## src/hdl/adsrc_consts.vh

```
// constants for the converter sequence and result control block
`ifndef ADSRC_CONSTS_VH
`define ADSRC_CONSTS_VH

// register indices; byte address is four times the index
`define ADSRC_IDX_SEQ_CTL    6'h03
`define ADSRC_IDX_START      6'h05
`define ADSRC_IDX_STATUS     6'h06
`define ADSRC_IDX_IRQ_STAT   6'h07
`define ADSRC_IDX_IRQ_MASK   6'h08
`define ADSRC_IDX_CCF        6'h09
`define ADSRC_IDX_RES_BASE   2'h1
`define ADSRC_ADR_W          6

// sequence_control fields
`define ADSRC_SEQ_RESET      8'h20
`define ADSRC_SEQ_LEN_HI     6
`define ADSRC_SEQ_LEN_LO     3
`define ADSRC_SEQ_WRAP       2
`define ADSRC_SEQ_FRZ_HI     1
`define ADSRC_SEQ_FRZ_LO     0
`define ADSRC_SEQ_MASK       8'h7f

// conversion_start_control fields
`define ADSRC_START_SCAN     0

// debug_halt_select codes
`define ADSRC_FRZ_RUN        2'h0
`define ADSRC_FRZ_RSVD       2'h1
`define ADSRC_FRZ_FINISH     2'h2
`define ADSRC_FRZ_NOW        2'h3

// interrupt status bits
`define ADSRC_IRQ_SEQ_DONE   0
`define ADSRC_IRQ_CONV_DONE  1
`define ADSRC_IRQ_W          2

// sequence lengths and sizes
`define ADSRC_LEN_FULL       5'h10
`define ADSRC_LEN_W          5
`define ADSRC_CNT_W          4
`define ADSRC_RES_N          16
`define ADSRC_RES_W          10

// conversion time in bus clocks
`define ADSRC_CONV_CYC       6'h20
`define ADSRC_CONV_CNT_W     6

`endif

```

## src/hdl/adsrc_top.v

```verilog
// converter sequence control, result placement and register bus slave
//
// Notes on behaviour
// - any write to sequence_control with sel_i[0] set aborts the running sequence and starts nothing.
// - the four length bits give 1 to 15 conversions, and code zero means 16.
// - reset sets only the weight-four length bit, for a default of 4 conversions.
// - with wrap mode clear the nth result lands in the nth result register.
// - with wrap mode set the counter is not reset at sequence end or at a scan restart, and results go to consecutive registers.
// - in wrap mode the counter returns to register zero after the last register.
// - the conversion counter is readable in the status register.
// - an abort or a restart by a control write clears the counter, even in wrap mode.
// - debug_halt_select picks run on, reserved, finish then halt, or halt at once.
// - each result register has its own conversion-complete flag.
`include "adsrc_consts.vh"

module adsrc_top (
    input  wire                     clk_i,
    input  wire                     rst_i,
    input  wire                     cyc_i,
    input  wire                     stb_i,
    input  wire                     we_i,
    input  wire [7:0]               adr_i,
    input  wire [3:0]               sel_i,
    input  wire [31:0]              dat_i,
    output reg  [31:0]              dat_o,
    output reg                      ack_o,
    input  wire                     freeze_i,
    input  wire [`ADSRC_RES_W-1:0]  sample_i,
    output wire                     conv_busy_o,
    output wire                     irq_o
);

    localparam ST_IDLE = 2'h0;
    localparam ST_RUN  = 2'h1;
    localparam ST_GAP  = 2'h2;

    reg  [7:0]                seq_ctl_r;
    reg                       scan_r;
    reg  [1:0]                state_r;
    reg  [1:0]                state_nxt;
    reg  [`ADSRC_CNT_W-1:0]   cnt_r;
    reg  [`ADSRC_CNT_W-1:0]   cnt_nxt;
    reg  [`ADSRC_LEN_W-1:0]   done_r;
    reg  [`ADSRC_LEN_W-1:0]   done_nxt;
    reg                       seq_end;
    reg  [`ADSRC_IRQ_W-1:0]   irq_stat_r;
    reg  [`ADSRC_IRQ_W-1:0]   irq_mask_r;
    reg  [31:0]               rd_word;

    wire [`ADSRC_ADR_W-1:0]   idx;
    wire                      req;
    wire                      wr_stb;
    wire                      rd_stb;
    wire                      wr_seq;
    wire                      wr_start;
    wire                      res_hit;
    wire [`ADSRC_LEN_W-1:0]   seq_len;
    wire                      wrap_mode;
    wire [1:0]                frz_sel;
    wire                      halt_now;
    wire                      halt_next;
    wire                      conv_start;
    wire                      conv_done;
    wire                      conv_busy;
    wire [`ADSRC_RES_W-1:0]   conv_result;
    wire [`ADSRC_RES_W-1:0]   res_rd_data;
    wire [`ADSRC_RES_N-1:0]   ccf;
    wire [`ADSRC_IRQ_W-1:0]   irq_set;
    wire                      restart;

    ////////////////////////////////////////////////////////////////////
    // bus decode: one aligned word per register, writes need the low byte lane, reads ignore sel_i
    assign idx      = adr_i[7:2];
    assign req      = cyc_i && stb_i && !ack_o;
    assign wr_stb   = req && we_i && sel_i[0];
    assign rd_stb   = req && !we_i;
    assign wr_seq   = wr_stb && (idx == `ADSRC_IDX_SEQ_CTL);
    assign wr_start = wr_stb && (idx == `ADSRC_IDX_START);
    assign res_hit  = (idx[5:4] == `ADSRC_IDX_RES_BASE);

    always @(posedge clk_i) begin
        if (rst_i) begin
            ack_o <= 1'b0;
        end else begin
            ack_o <= req;
        end
    end

    ////////////////////////////////////////////////////////////////////
    // control fields
    assign seq_len = (seq_ctl_r[`ADSRC_SEQ_LEN_HI:`ADSRC_SEQ_LEN_LO] ==
                      {`ADSRC_CNT_W{1'b0}}) ? `ADSRC_LEN_FULL :
                     {1'b0, seq_ctl_r[`ADSRC_SEQ_LEN_HI:`ADSRC_SEQ_LEN_LO]};
    assign wrap_mode = seq_ctl_r[`ADSRC_SEQ_WRAP];
    assign frz_sel   = seq_ctl_r[`ADSRC_SEQ_FRZ_HI:`ADSRC_SEQ_FRZ_LO];

    // breakpoint is on this clock already; reserved code falls through
    assign halt_now  = freeze_i && (frz_sel == `ADSRC_FRZ_NOW);
    assign halt_next = freeze_i &&
                       (frz_sel == `ADSRC_FRZ_FINISH ||
                        frz_sel == `ADSRC_FRZ_NOW);

    // both control writes end the current sequence at once
    assign restart = wr_seq || wr_start;

    always @(posedge clk_i) begin
        if (rst_i) begin
            seq_ctl_r <= `ADSRC_SEQ_RESET;
            scan_r    <= 1'b0;
        end else begin
            if (wr_seq) begin
                seq_ctl_r <= dat_i[7:0] & `ADSRC_SEQ_MASK;
            end
            if (wr_start) begin
                scan_r <= dat_i[`ADSRC_START_SCAN];
            end
        end
    end

    ////////////////////////////////////////////////////////////////////
    // sequencer
    assign conv_start = (state_r == ST_RUN) && !conv_busy && !conv_done &&
                        !halt_next && !restart;

    always @* begin
        state_nxt = state_r;
        cnt_nxt   = cnt_r;
        done_nxt  = done_r;
        seq_end   = 1'b0;
        if (restart) begin
            cnt_nxt   = {`ADSRC_CNT_W{1'b0}};
            done_nxt  = {`ADSRC_LEN_W{1'b0}};
            state_nxt = wr_start ? ST_RUN : ST_IDLE;
        end else begin
            case (state_r)
                ST_IDLE: begin
                    state_nxt = ST_IDLE;
                end
                ST_RUN, ST_GAP: begin
                    state_nxt = ST_RUN;
                    if (conv_done) begin
                        // 4-bit counter rolls from 15 to 0 by itself
                        cnt_nxt  = cnt_r + {{(`ADSRC_CNT_W-1){1'b0}}, 1'b1};
                        done_nxt = done_r + {{(`ADSRC_LEN_W-1){1'b0}}, 1'b1};
                        if (done_nxt == seq_len) begin
                            seq_end  = 1'b1;
                            done_nxt = {`ADSRC_LEN_W{1'b0}};
                            if (!wrap_mode) begin
                                cnt_nxt = {`ADSRC_CNT_W{1'b0}};
                            end
                            state_nxt = scan_r ? ST_GAP : ST_IDLE;
                        end
                    end
                end
                default: begin
                    state_nxt = ST_IDLE;
                end
            endcase
        end
    end

    always @(posedge clk_i) begin
        if (rst_i) begin
            state_r <= ST_IDLE;
            cnt_r   <= {`ADSRC_CNT_W{1'b0}};
            done_r  <= {`ADSRC_LEN_W{1'b0}};
        end else begin
            state_r <= state_nxt;
            cnt_r   <= cnt_nxt;
            done_r  <= done_nxt;
        end
    end

    adsrc_conv_unit u_conv (
        .clk_i    (clk_i),
        .rst_i    (rst_i),
        .start_i  (conv_start),
        .abort_i  (restart),
        .halt_i   (halt_now),
        .sample_i (sample_i),
        .busy_o   (conv_busy),
        .done_o   (conv_done),
        .result_o (conv_result)
    );

    assign conv_busy_o = conv_busy;

    // result goes where the counter points: nth in nth, or next in wrap
    adsrc_result_file u_res (
        .clk_i     (clk_i),
        .rst_i     (rst_i),
        .wr_i      (conv_done && !restart),
        .wr_idx_i  (cnt_r),
        .wr_data_i (conv_result),
        .rd_i      (rd_stb && res_hit),
        .rd_idx_i  (idx[3:0]),
        .clr_all_i (wr_start),
        .rd_data_o (res_rd_data),
        .ccf_o     (ccf)
    );

    ////////////////////////////////////////////////////////////////////
    // interrupts: sticky, write one to clear, set beats clear
    assign irq_set = {conv_done && !restart, seq_end};

    always @(posedge clk_i) begin
        if (rst_i) begin
            irq_stat_r <= {`ADSRC_IRQ_W{1'b0}};
            irq_mask_r <= {`ADSRC_IRQ_W{1'b0}};
        end else begin
            if (wr_stb && idx == `ADSRC_IDX_IRQ_MASK) begin
                irq_mask_r <= dat_i[`ADSRC_IRQ_W-1:0];
            end
            if (wr_stb && idx == `ADSRC_IDX_IRQ_STAT) begin
                irq_stat_r <= (irq_stat_r & ~dat_i[`ADSRC_IRQ_W-1:0]) |
                              irq_set;
            end else begin
                irq_stat_r <= irq_stat_r | irq_set;
            end
        end
    end

    assign irq_o = |(irq_stat_r & irq_mask_r);

    ////////////////////////////////////////////////////////////////////
    // read mux; unmapped words read zero and still acknowledge
    always @* begin
        rd_word = 32'h0000_0000;
        if (res_hit) begin
            rd_word[`ADSRC_RES_W-1:0] = res_rd_data;
        end else begin
            case (idx)
                `ADSRC_IDX_SEQ_CTL: begin
                    rd_word[7:0] = seq_ctl_r;
                end
                `ADSRC_IDX_START: begin
                    rd_word[`ADSRC_START_SCAN] = scan_r;
                end
                `ADSRC_IDX_STATUS: begin
                    rd_word[3:0] = cnt_r;
                    rd_word[4]   = (state_r != ST_IDLE);
                    rd_word[5]   = conv_busy;
                end
                `ADSRC_IDX_IRQ_STAT: begin
                    rd_word[`ADSRC_IRQ_W-1:0] = irq_stat_r;
                end
                `ADSRC_IDX_IRQ_MASK: begin
                    rd_word[`ADSRC_IRQ_W-1:0] = irq_mask_r;
                end
                `ADSRC_IDX_CCF: begin
                    rd_word[`ADSRC_RES_N-1:0] = ccf;
                end
                default: begin
                    rd_word = 32'h0000_0000;
                end
            endcase
        end
    end

    always @(posedge clk_i) begin
        if (rst_i) begin
            dat_o <= 32'h0000_0000;
        end else if (rd_stb) begin
            dat_o <= rd_word;
        end
    end

endmodule

```

## src/hdl/adsrc_conv_unit.v

```verilog
// one conversion at a time: timing, halt and result capture
`include "adsrc_consts.vh"

module adsrc_conv_unit (
    input  wire                     clk_i,
    input  wire                     rst_i,
    input  wire                     start_i,
    input  wire                     abort_i,
    input  wire                     halt_i,
    input  wire [`ADSRC_RES_W-1:0]  sample_i,
    output wire                     busy_o,
    output reg                      done_o,
    output reg  [`ADSRC_RES_W-1:0]  result_o
);

    reg [`ADSRC_RES_W-1:0]      samp_meta_r;
    reg [`ADSRC_RES_W-1:0]      samp_sync_r;
    reg [`ADSRC_CONV_CNT_W-1:0] cnt_r;
    reg                         busy_r;

    assign busy_o = busy_r;

    ////////////////////////////////////////////////////////////////////
    // converter output comes from outside the clock domain
    always @(posedge clk_i) begin
        if (rst_i) begin
            samp_meta_r <= {`ADSRC_RES_W{1'b0}};
            samp_sync_r <= {`ADSRC_RES_W{1'b0}};
        end else begin
            samp_meta_r <= sample_i;
            samp_sync_r <= samp_meta_r;
        end
    end

    ////////////////////////////////////////////////////////////////////
    // a halted conversion keeps its count and resumes where it stopped
    always @(posedge clk_i) begin
        if (rst_i) begin
            cnt_r    <= {`ADSRC_CONV_CNT_W{1'b0}};
            busy_r   <= 1'b0;
            done_o   <= 1'b0;
            result_o <= {`ADSRC_RES_W{1'b0}};
        end else begin
            done_o <= 1'b0;
            if (abort_i) begin
                busy_r <= 1'b0;
                cnt_r  <= {`ADSRC_CONV_CNT_W{1'b0}};
            end else if (start_i && !busy_r) begin
                busy_r <= 1'b1;
                cnt_r  <= `ADSRC_CONV_CYC;
            end else if (busy_r && !halt_i) begin
                if (cnt_r == {{(`ADSRC_CONV_CNT_W-1){1'b0}}, 1'b1}) begin
                    busy_r   <= 1'b0;
                    done_o   <= 1'b1;
                    result_o <= samp_sync_r;
                end
                cnt_r <= cnt_r - {{(`ADSRC_CONV_CNT_W-1){1'b0}}, 1'b1};
            end
        end
    end

endmodule

```

## src/hdl/adsrc_result_file.v

```verilog
// result registers with one conversion-complete flag each
`include "adsrc_consts.vh"

module adsrc_result_file (
    input  wire                     clk_i,
    input  wire                     rst_i,
    input  wire                     wr_i,
    input  wire [`ADSRC_CNT_W-1:0]  wr_idx_i,
    input  wire [`ADSRC_RES_W-1:0]  wr_data_i,
    input  wire                     rd_i,
    input  wire [`ADSRC_CNT_W-1:0]  rd_idx_i,
    input  wire                     clr_all_i,
    output wire [`ADSRC_RES_W-1:0]  rd_data_o,
    output wire [`ADSRC_RES_N-1:0]  ccf_o
);

    reg  [`ADSRC_RES_W-1:0] mem_r [0:`ADSRC_RES_N-1];
    wire [`ADSRC_RES_N-1:0] ccf_w;
    integer                 i;

    assign rd_data_o = mem_r[rd_idx_i];
    assign ccf_o     = ccf_w;

    // one process owns the whole array, so each entry has one driver
    always @(posedge clk_i) begin
        if (rst_i) begin
            for (i = 0; i < `ADSRC_RES_N; i = i + 1) begin
                mem_r[i] <= {`ADSRC_RES_W{1'b0}};
            end
        end else if (wr_i) begin
            mem_r[wr_idx_i] <= wr_data_i;
        end
    end

    genvar g;
    generate
        for (g = 0; g < `ADSRC_RES_N; g = g + 1) begin : g_ent
            wire hit_wr = wr_i && (wr_idx_i == g);
            wire hit_rd = rd_i && (rd_idx_i == g);
            reg  flag_r;
            assign ccf_w[g] = flag_r;
            always @(posedge clk_i) begin
                if (rst_i) begin
                    flag_r <= 1'b0;
                end else begin
                    // a new result wins over a read or restart clear
                    if (hit_wr) begin
                        flag_r <= 1'b1;
                    end else if (hit_rd || clr_all_i) begin
                        flag_r <= 1'b0;
                    end
                end
            end
        end
    endgenerate

endmodule

```

## config.mk

```make
export PLATFORM = sky130hd
export DESIGN_NAME = adsrc_top
export DESIGN_NICKNAME = d
export VERILOG_FILES = /design/src/hdl/adsrc_top.v /design/src/hdl/adsrc_conv_unit.v /design/src/hdl/adsrc_result_file.v
export VERILOG_INCLUDE_DIRS = /design/src /design/src/hdl
export SDC_FILE = /design/constraint.sdc
export NUM_CORES = 1
export LEC_CHECK = 0
export BUFFER_PORTS_ARGS = -buffer_cell sky130_fd_sc_hd__buf_2
export CAP_MARGIN = 25
export CORE_AREA = 4 4 134 188
export CTS_CLUSTER_DIAMETER = 60
export DETAILED_ROUTE_END_ITERATION = 10
export DIE_AREA = 0 0 138 192
export GPL_ROUTABILITY_DRIVEN = 0
export PLACE_DENSITY = 0.68
export RECOVER_POWER = 25
export SLEW_MARGIN = 10
export SYNTH_ARGS = -nofsm -noshare
export SYNTH_HDL_FRONTEND = slang
export SYNTH_SLANG_ARGS = --single-unit
```

## constraint.sdc

```tcl
create_clock -name clk_i -period 4.2 [get_ports clk_i]
set_input_delay 0 -clock clk_i [delete_from_list [all_inputs] [get_ports clk_i]]
set_output_delay 0 -clock clk_i [all_outputs]
set_load 0.02 [all_outputs]
```

==> results of run 1 <==
[power breakdown]
part | internal (mW) | switching, mW
Sequential | 2.71 | 0.0254
Clock | 1.22 | 0.959
Combinational | 0.125 | 0.176
Total | 4.06 | 1.16
[area by class of cell]
| type | instances | area share |
|---|---|---|
| inverters | 9 | 0.00260 |
| clock inverters | 18 | 0.0107 |
| well taps | 310 | 0.0298 |
| flip-flops and latches | 254 | 0.514 |
| repair buffers | 95 | 0.0482 |
| multi-input cells | 568 | 0.343 |
| clock buffers | 28 | 0.0514 |
[worst register-to-register path, cell delays in order, from the launching register on]
cell,delay (ps)
dfxtp_1,330
nand3b_1,240
nor2_1,300
o21a_1,870
nor4_1,140
clkbuf_1,360
or2_1,490
[per-stage QoR]
step / worst slack, ps / area [um2] / hold WS [ps]
4_1_cts: 1350 / 13100 / 22.7
2_1_floorplan: 1570 / 11700 / 128
3_5_place_dp: 1560 / 12000 / 214
3_3_place_gp: 1580 / 12000 / 208
6_report: 867 / 13000 / 43.6
5_1_grt: 744 / 13000 / 64.6
[cell families (layout without fill, tap and decap cells)]
logic type	Yosys count	count (layout)	synth area share
multiplexers	72	72	0.108
AND/OR/NAND/NOR	376	376	0.193
AO/OA/AOI/OAI	81	81	0.0548
adder cells (fa/ha/maj)	9	9	0.00969
flip-flops	254	254	0.575
buffers and inverters	89	150	0.0460
other	1	16	0.000323
XOR/XNOR	14	14	0.0130
[registers in the layout (all words and copies together) (netlist names)]
signal	cells
u_conv.done_o	1
u_res.g_ent.flag_r	16
u_conv.busy_o	1
u_conv.samp_sync_r	10
irq_stat_r	2
ack_o	1
u_conv.result_o	10
u_conv.cnt_r	6
cnt_r	4
seq_ctl_r	7
dat_o	16
scan_r	1
irq_mask_r	2
u_conv.samp_meta_r	10
u_res.mem_r	160
done_r	5
state_r	2
[metal layers]
metal  share of wire  track usage
met5               0            0
met2            0.52        0.377
met1            0.39        0.247
met4           0.049       0.0882
met3           0.046       0.0286
[path summary, 6_finish.rpt]
path	slack, ps	end	start	depth (start not counted)
max reg2reg	1160	u_res.mem_r[13][8]	ack_o	6
min	40	irq_stat_r[0]	sel_i[0]	5
min reg2reg	440	u_conv.samp_sync_r[6]	u_conv.samp_meta_r[6]	1
max	870	u_res.mem_r[13][8]	adr_i[5]	8
[synth_stat cells, drive strengths merged (2+ instances only)]
cell type,n,share of area
nor2b,24,0.013
clkbuf,24,0.0078
inv,9,0.0029
nand2,35,0.011
xnor2,7,0.0053
nand3,12,0.0052
a32o,2,0.0017
a31oi,7,0.0038
a32oi,4,0.0030
o311ai,3,0.0023
a221oi,3,0.0023
nor2,55,0.019
a22o,2,0.0015
dfxtp,94,0.16
mux2,3,0.0029
nand4,2,0.0011
a2111oi,3,0.0033
a311o,2,0.0017
a21oi,12,0.0052
buf,56,0.035
ha,9,0.0097
nand2b,12,0.0065
a31o,16,0.012
and2,162,0.087
nand4bb,2,0.0019
a22oi,12,0.0078
mux4,42,0.081
or3,4,0.0022
nand3b,3,0.0019
mux2i,27,0.023
xor2,5,0.0038
o21ai,2,0.00086
or2,18,0.0097
nor4,23,0.020
a221o,2,0.0017
edfxtp,160,0.41
nor4b,2,0.0020
and3,8,0.0044
nor3,10,0.0043
o41ai,2,0.0015
a211oi,2,0.0013
[cell usage in the layout (no fill, tap or decap), types with 4 or more instances in the layout]
| cell | n |
|---|---|
| nor4_1 | 10 |
| clkbuf_16 | 26 |
| xor2_1 | 5 |
| a31oi_1 | 7 |
| a21oi_1 | 12 |
| nor2b_1 | 24 |
| nand2b_1 | 12 |
| mux2i_1 | 27 |
| nor3_1 | 10 |
| and3_1 | 7 |
| edfxtp_1 | 160 |
| ha_1 | 9 |
| buf_2 | 28 |
| or2_1 | 13 |
| xnor2_1 | 7 |
| inv_1 | 9 |
| a22oi_1 | 12 |
| nor4_2 | 13 |
| buf_4 | 21 |
| dfxtp_1 | 94 |
| conb_1 | 16 |
| mux4_2 | 42 |
| nor2_1 | 53 |
| nand3_1 | 12 |
| clkinv_2 | 6 |
| a31o_1 | 13 |
| or2_2 | 4 |
| clkinv_1 | 5 |
| clkbuf_1 | 22 |
| and2_1 | 162 |
| nand2_1 | 35 |
| a32oi_1 | 4 |
| dlygate4sd3_1 | 25 |
| or3_1 | 4 |
[repair_timing]
action	in CTS	in global routing
hold buffers	25	0
buffers inserted	0	0
hold endpoints to repair	29	0
==> results.toml, run 1 <==
[yosys]
ys.warnings.count = 0
netlist_instances = 896
netlist-cell-type-count = 66
synth_area_per_cell_um2 = 13.0
yosysSeqAreaShare = 0.575
ys_seq_elements = 254
synth_ff_type = "edfxtp_1"
synth_area_mm2 = 0.0116
async_flop_share = 0
synth-edff-count = 160

[critical_path]
crit_type = "in -> reg"
path_buf_inv = 3
endpoint_kind = "register"
crit_arrival_ps = 3550
slowest_delay_ps = 900
crit_family = "simple AND/OR/NAND/NOR gates"
worst_ep_required_time_ps = 4420
worstSetupStartpointType = "primary input"
crit_slowest_cell = "o21a_1"
crit_fanout = 22
crit_chain = "dlygate4sd3_1 -> buf_2 -> or2_2 -> nor2_1 -> o21a_1 -> nor4_1 -> clkbuf_1 -> or2_1"

[sta]
maxSlewViolCount = 54
fmax_mhz = 300
finalHoldViolCount = 0
worst_pin_slew_ps = 1790
min_period_ps = 3330
rsz0062_at_grt = "no"
fin_crit_sh = 0.793
tns_ps = 0
finClkSkew_ps = 15.7
finalSetupViolCount = 0
slew-limit-headroom = -0.192

[placement]
dp_hpwl_um = 18100
dp_cells = 1211
port_buffers = 48

[clock_tree]
clock_sinks = 254
cts_root_buf = "clkbuf_16"
cts_tree = "built"
clk_latency_ps = 530
cts.htree.levels = 1
cts_buffer_depth = 3
numCtsBuffers = 25
path_clk_slew_ps = 70
cts_resized = 0

[die]
rows = 67
core_area_mm2 = 0.0236
dieHeight_um = 192
die_area_mm2 = 0.0265
fp.dieW_um = 138
initial_core_util = 0.491
ios = 95

[final_layout]
antenna_cells = 0
fillers = 1983
final_nets = 1022
multi_input_comb_area_mm2 = 0.00445
syn_to_final_growth_pct = 11.9
post-route-util = 0.550
final_cells = 1282
final-seq-area_mm2 = 0.00669
layout-drive-gt1-share = 0.168

[routing]
drc = 0
vias = 7218
drt_iter0_drc = 491
viasPerCell = 5.63
wl_um = 27700
wl_per_cell_um = 21.6
first_pass_iters = 7
ant_nets = 0

[global_route]
grt_antenna_before_repair = 0
grt_max_degree = 61
gr-total-overflow = 0
grt_use_total = 0.207
grt_pass1_vias = 7193
grt_pass1_wl_um = 42500

[power_and_ir_drop]
power_density_mw_per_mm2 = 402
irDropWorstVdd_mv = 0.340
power_mw = 5.22
p_leak_nw = 4.65

[min_path]
hp-class = "in -> reg"

[run]
max_cap_viol_count = 4

[status]
status = "finished with violations"
violations = "max-capacitance violations, max-slew violations"
(Power assumes the default switching activity.)
==> inputs of run 2 (changes only) <==
Clock period 4.2 ns to 3.1 ns, I/O delays scaled along.
==> run 2 against run 1 <==
The run still ends with max-capacitance violations, max-slew violations left. Wire length increased by 0.49%. First-iteration DRC count rose by 17%. Utilization shrank 0.23 points. Final cell count rose by 0.16%. Global-route usage rose by 0.13 points. Combinational power increased by 37%. Critical endpoint is now u_res.mem_r[15][4]. Largest cell class unchanged. Highest routed layer unchanged.
==> results.toml, run 2 (synthesized netlist as in run 1, its figures left out) <==
[critical_path]
reg2reg_slack_ps = 490
startpoint = "adr_i[5]"
endpoint_kind = "register"
r2r-start = "ack_o"
worst_ep_required_time_ps = 3350
crit_type = "in -> reg"
crit_arrival_ps = 2930
worstSetupStartpointType = "primary input"
crit_fanout = 22

[power_and_ir_drop]
power_density_mw_per_mm2 = 537
power_mw = 6.95
p_leak_nw = 4.62
irDropWorstVdd_mv = 0.355

[final_layout]
layout-drive-gt1-share = 0.159
syn_to_final_growth_pct = 11.4
final_design_area_no_fill_mm2 = 0.0129
antenna_cells = 0
largestRegisters = "u_res.mem_r (160), dat_o (16), u_res.g_ent.flag_r (16)"
layout_commonest_cell = "and2_1"
final_nets = 1027
regMostFlops = "u_res.mem_r"
final_cell_mix = "161 x and2_1, 160 x edfxtp_1, 94 x dfxtp_1, 52 x nor2_1, 42 x mux4_2"
largest_reg_flops = 160

[sta]
slew-limit-headroom = -0.0235
fin_crit_sh = 0.865
fmax_mhz = 373
tns_ps = 0
holdWs_ps = 30.0
worst_pin_slew_ps = 1540
rsz0062_at_grt = "no"
maxSlewViolCount = 34
min_period_ps = 2680
finalSetupViolCount = 0
finClkSkew_ps = 12.9
finalHoldViolCount = 0

[routing]
ant_nets = 0
wl_um = 27800
viasPerCell = 5.66
first_pass_iters = 5
vias = 7273
drc = 0
drt_iter0_drc = 576
wl_per_cell_um = 21.7

[min_path]
hp-class = "in -> reg"
worstHoldStart = "adr_i[6]"

[placement]
place_area_mm2 = 0.0121
dp_hpwl_um = 18600
port_buffers = 48

[global_route]
gr-total-overflow = 0
grt_pass1_wl_um = 42700
grt_use_total = 0.209
grt_max_degree = 63
grt_pass1_vias = 7160
grt_antenna_before_repair = 0

[clock_tree]
path_clk_slew_ps = 70
clk_latency_ps = 530
cts_tree = "built"
clock_sinks = 254
cts.htree.levels = 1
numCtsBuffers = 24
cts_root_buf = "clkbuf_16"
cts_setup_buffers = 0
cts_buffer_depth = 3
cts_resized = 0

[status]
status = "finished with violations"
violations = "max-capacitance violations, max-slew violations"

[die]
initial_core_util = 0.491
die_area_mm2 = 0.0265
core_area_mm2 = 0.0236
dieHeight_um = 192
fp.dieW_um = 138
rows = 67
ios = 95

[run]
max_cap_viol_count = 1
-- run 2: repair_timing --
action                                  CTS  global route
hold buffers                             22             0
endpoints found under the setup margin    0             0
endpoints found under the hold margin    28             0
-- run 2: layout make-up --
type	instances	area, um2
well taps	310	388
flip-flops and latches	254	6690
clock buffers	28	616
fillers	1977	10700
inverters	9	33.8
clock inverters	14	129
repair buffers	101	653
multi-input cells	568	4440
-- run 2: routing by layer --
metal,vias to the layer above,share of wire,GRT usage
li1,3355,-,-
met1,3623,0.40,0.262
met2,225,0.51,0.358
met3,70,0.050,0.0334
met4,0,0.046,0.0947
met5,-,0,0
-- run 2: worst max-delay path, cell delays in order --
cell           delay [ps]
dlygate4sd3_1         540
buf_2                 260
or4b_1                620
nor2_1                210
o21a_2                480
nor4_1                130
buf_4                 260
or2_2                 410
-- run 2: power breakdown --
| part | total [mW] | leakage [nW] | internal [mW] | switching (mW) |
|---|---|---|---|---|
| logic | 0.415 | 1.85 | 0.172 | 0.242 |
| registers | 3.71 | 2.41 | 3.68 | 0.0336 |
| clock network | 2.83 | 0.359 | 1.59 | 1.24 |
| total | 6.95 | 4.62 | 5.44 | 1.51 |
-- run 2: final timing paths --
| check | end | cells after the start |
|---|---|---|
| setup / recovery | u_res.mem_r[15][4] | 8 |
| hold / removal | dat_o[5] | 4 |
| setup reg to reg | u_conv.result_o[8] | 7 |
| hold reg to reg | u_conv.samp_sync_r[7] | 1 |
-- run 2: metrics by stage --
stage	std cells	worst slack, ps	utilization
3_5_place_dp	1220	597	0.511
4_1_cts	1284	591	0.552
3_3_place_gp	1220	614	0.511
2_1_floorplan	911	470	-
5_1_grt	1284	282	0.547
6_report	1284	419	0.547
==> inputs of run 3 (changes only) <==
Settings changed: CORE_AREA 4 4 134 188 to 4 4 155 217, DIE_AREA 0 0 138 192 to 0 0 159 221, PLACE_DENSITY 0.68 to default.
==> run 3 against run 2 <==
The run now ends clean. Power rose by 6.1%. Critical path depth did not move. Die area is 33% higher. Flip-flop and latch count stayed put. Worst hold slack improved by 8.6 ps. Via count shrank 1.5%. First-iteration DRC count fell by 32%. Register-to-register slack got worse by 90 ps. Clock-buffer cell count increased by 10. Combinational power up 4%. Worst setup slack worse by 19 ps. Design area is 2.6% higher. Largest power group unchanged.
==> results.toml, run 3 (synthesized netlist as in run 1, its figures left out) <==
[sta]
maxSlewViolCount = 0
finalSetupViolCount = 0
rsz0062_at_grt = "no"
finClkSkew_ps = 6.56
fmax_mhz = 370
finalHoldViolCount = 0
fin_crit_sh = 0.871
min_period_ps = 2700
slew-limit-headroom = 0.218
worst_pin_slew_ps = 1170
tns_ps = 0

[clock_tree]
cts_resized = 0
clk_latency_ps = 530
cts_tree = "built"
numCtsBuffers = 26
cts_root_buf = "clkbuf_16"
cts.htree.levels = 1
cts_buffer_depth = 3
cts_setup_buffers = 0
path_clk_slew_ps = 60
clock_sinks = 254

[critical_path]
r2r-start = "ack_o"
crit_arrival_ps = 3160
crit_fanout = 17
startpoint = "ack_o"
worstSetupStartpointType = "register"
crit_chain = "nand3b_1 -> dlygate4sd3_1 -> buf_4 -> nor4_4 -> buf_4 -> nor2_2 -> nand3b_1 -> nor2_1"
endpoint_kind = "register"
slowest_delay_ps = 580
r2r_cells = 8
worst_ep_required_time_ps = 3560
crit_slowest_cell = "nor2_2"
crit_type = "reg -> reg"

[global_route]
grt_pass1_vias = 7376
grt_max_degree = 55
grt_use_total = 0.165
gr-total-overflow = 0
grt_antenna_before_repair = 0
grt_pass1_wl_um = 45100

[routing]
wl_per_cell_um = 21.1
drc = 0
drt_iter0_drc = 390
ant_nets = 0
vias = 7167
wl_um = 29200
first_pass_iters = 4
viasPerCell = 5.17

[min_path]
hp-class = "in -> reg"
worstHoldStart = "adr_i[7]"
worstHoldPathCells = 5

[placement]
port_buffers = 48
dp_cells = 1308
place_area_mm2 = 0.0122
dp_hpwl_um = 19700

[die]
dieHeight_um = 221
rows = 77
initial_core_util = 0.369
fp.dieW_um = 159
die_area_mm2 = 0.0351
ios = 95
core_area_mm2 = 0.0315

[final_layout]
largest_reg_flops = 160
final_cell_mix = "160 x edfxtp_1, 156 x and2_1, 94 x dfxtp_1, 52 x nor2_1, 42 x mux4_2"
final_design_area_no_fill_mm2 = 0.0133
layout-drive-gt1-share = 0.162
final_cells = 1385
syn_to_final_growth_pct = 14.2
final_nets = 1039
regMostFlops = "u_res.mem_r"
layout_commonest_cell = "edfxtp_1"
largestRegisters = "u_res.mem_r (160), dat_o (16), u_res.g_ent.flag_r (16)"
antenna_cells = 0

[power_and_ir_drop]
p_leak_nw = 4.73
power_mw = 7.38
power_density_mw_per_mm2 = 556
irDropWorstVdd_mv = 0.348

[run]
max_cap_viol_count = 0

[status]
status = "complete, no violations"
## run 3: changes by cell type in the layout (fill, tap and decap cells not counted), moves of 4 or more
cell / delta
dlygate4sd3_1: +7
and2_1: -5
nor4_1: +4
and2_0: +5
nor4_2: -4
clkbuf_1: +7
## run 3: repair_timing
item                                    CTS  global route
hold buffers                             29             0
hold endpoints to repair                 40             0
endpoints found under the setup margin    0             0
## run 3: power by group
part           internal (mW)  switching (mW)
Clock                   1.96            1.28
Combinational          0.182           0.251
Sequential              3.68          0.0323
Total                   5.81            1.56
## run 3: critical path, delay by kind of cell, from the launching register on
family        cells  cell delay, ps
simple gates      5            1380
buf+inv           3             900
flops             1             350
## run 3: per-stage QoR
stage	utilization	setup WS [ps]	hold WS, ps
floorplan	-	470	128
global placement	0.388	723	210
detailed placement	0.388	703	213
CTS	0.425	355	6.40
global route	0.421	254	54.3
finish	0.421	400	38.5
## run 3: metal layers
metal,wire (um),part of all wire,GRT usage
met2,15200,0.52,0.299
met3,1090,0.037,0.0201
met1,11600,0.40,0.196
met5,0,0,0
met4,1310,0.045,0.0709
## run 3: cell type report
type / count / area [um2]
flip-flops and latches: 254 / 6690
clock buffers: 38 / 727
clock inverters: 10 / 149
inverters: 9 / 33.8
multi-input cells: 568 / 4450
fillers: 2910 / 18200
well taps: 395 / 494
repair buffers: 111 / 729
## run 3: final timing paths
check                                             end  slack (ps)
worst max-delay path                  u_conv.cnt_r[4]         400
worst min-delay path                         dat_o[5]          40
worst max register to register        u_conv.cnt_r[4]         400
worst min register to register  u_conv.samp_sync_r[7]         440
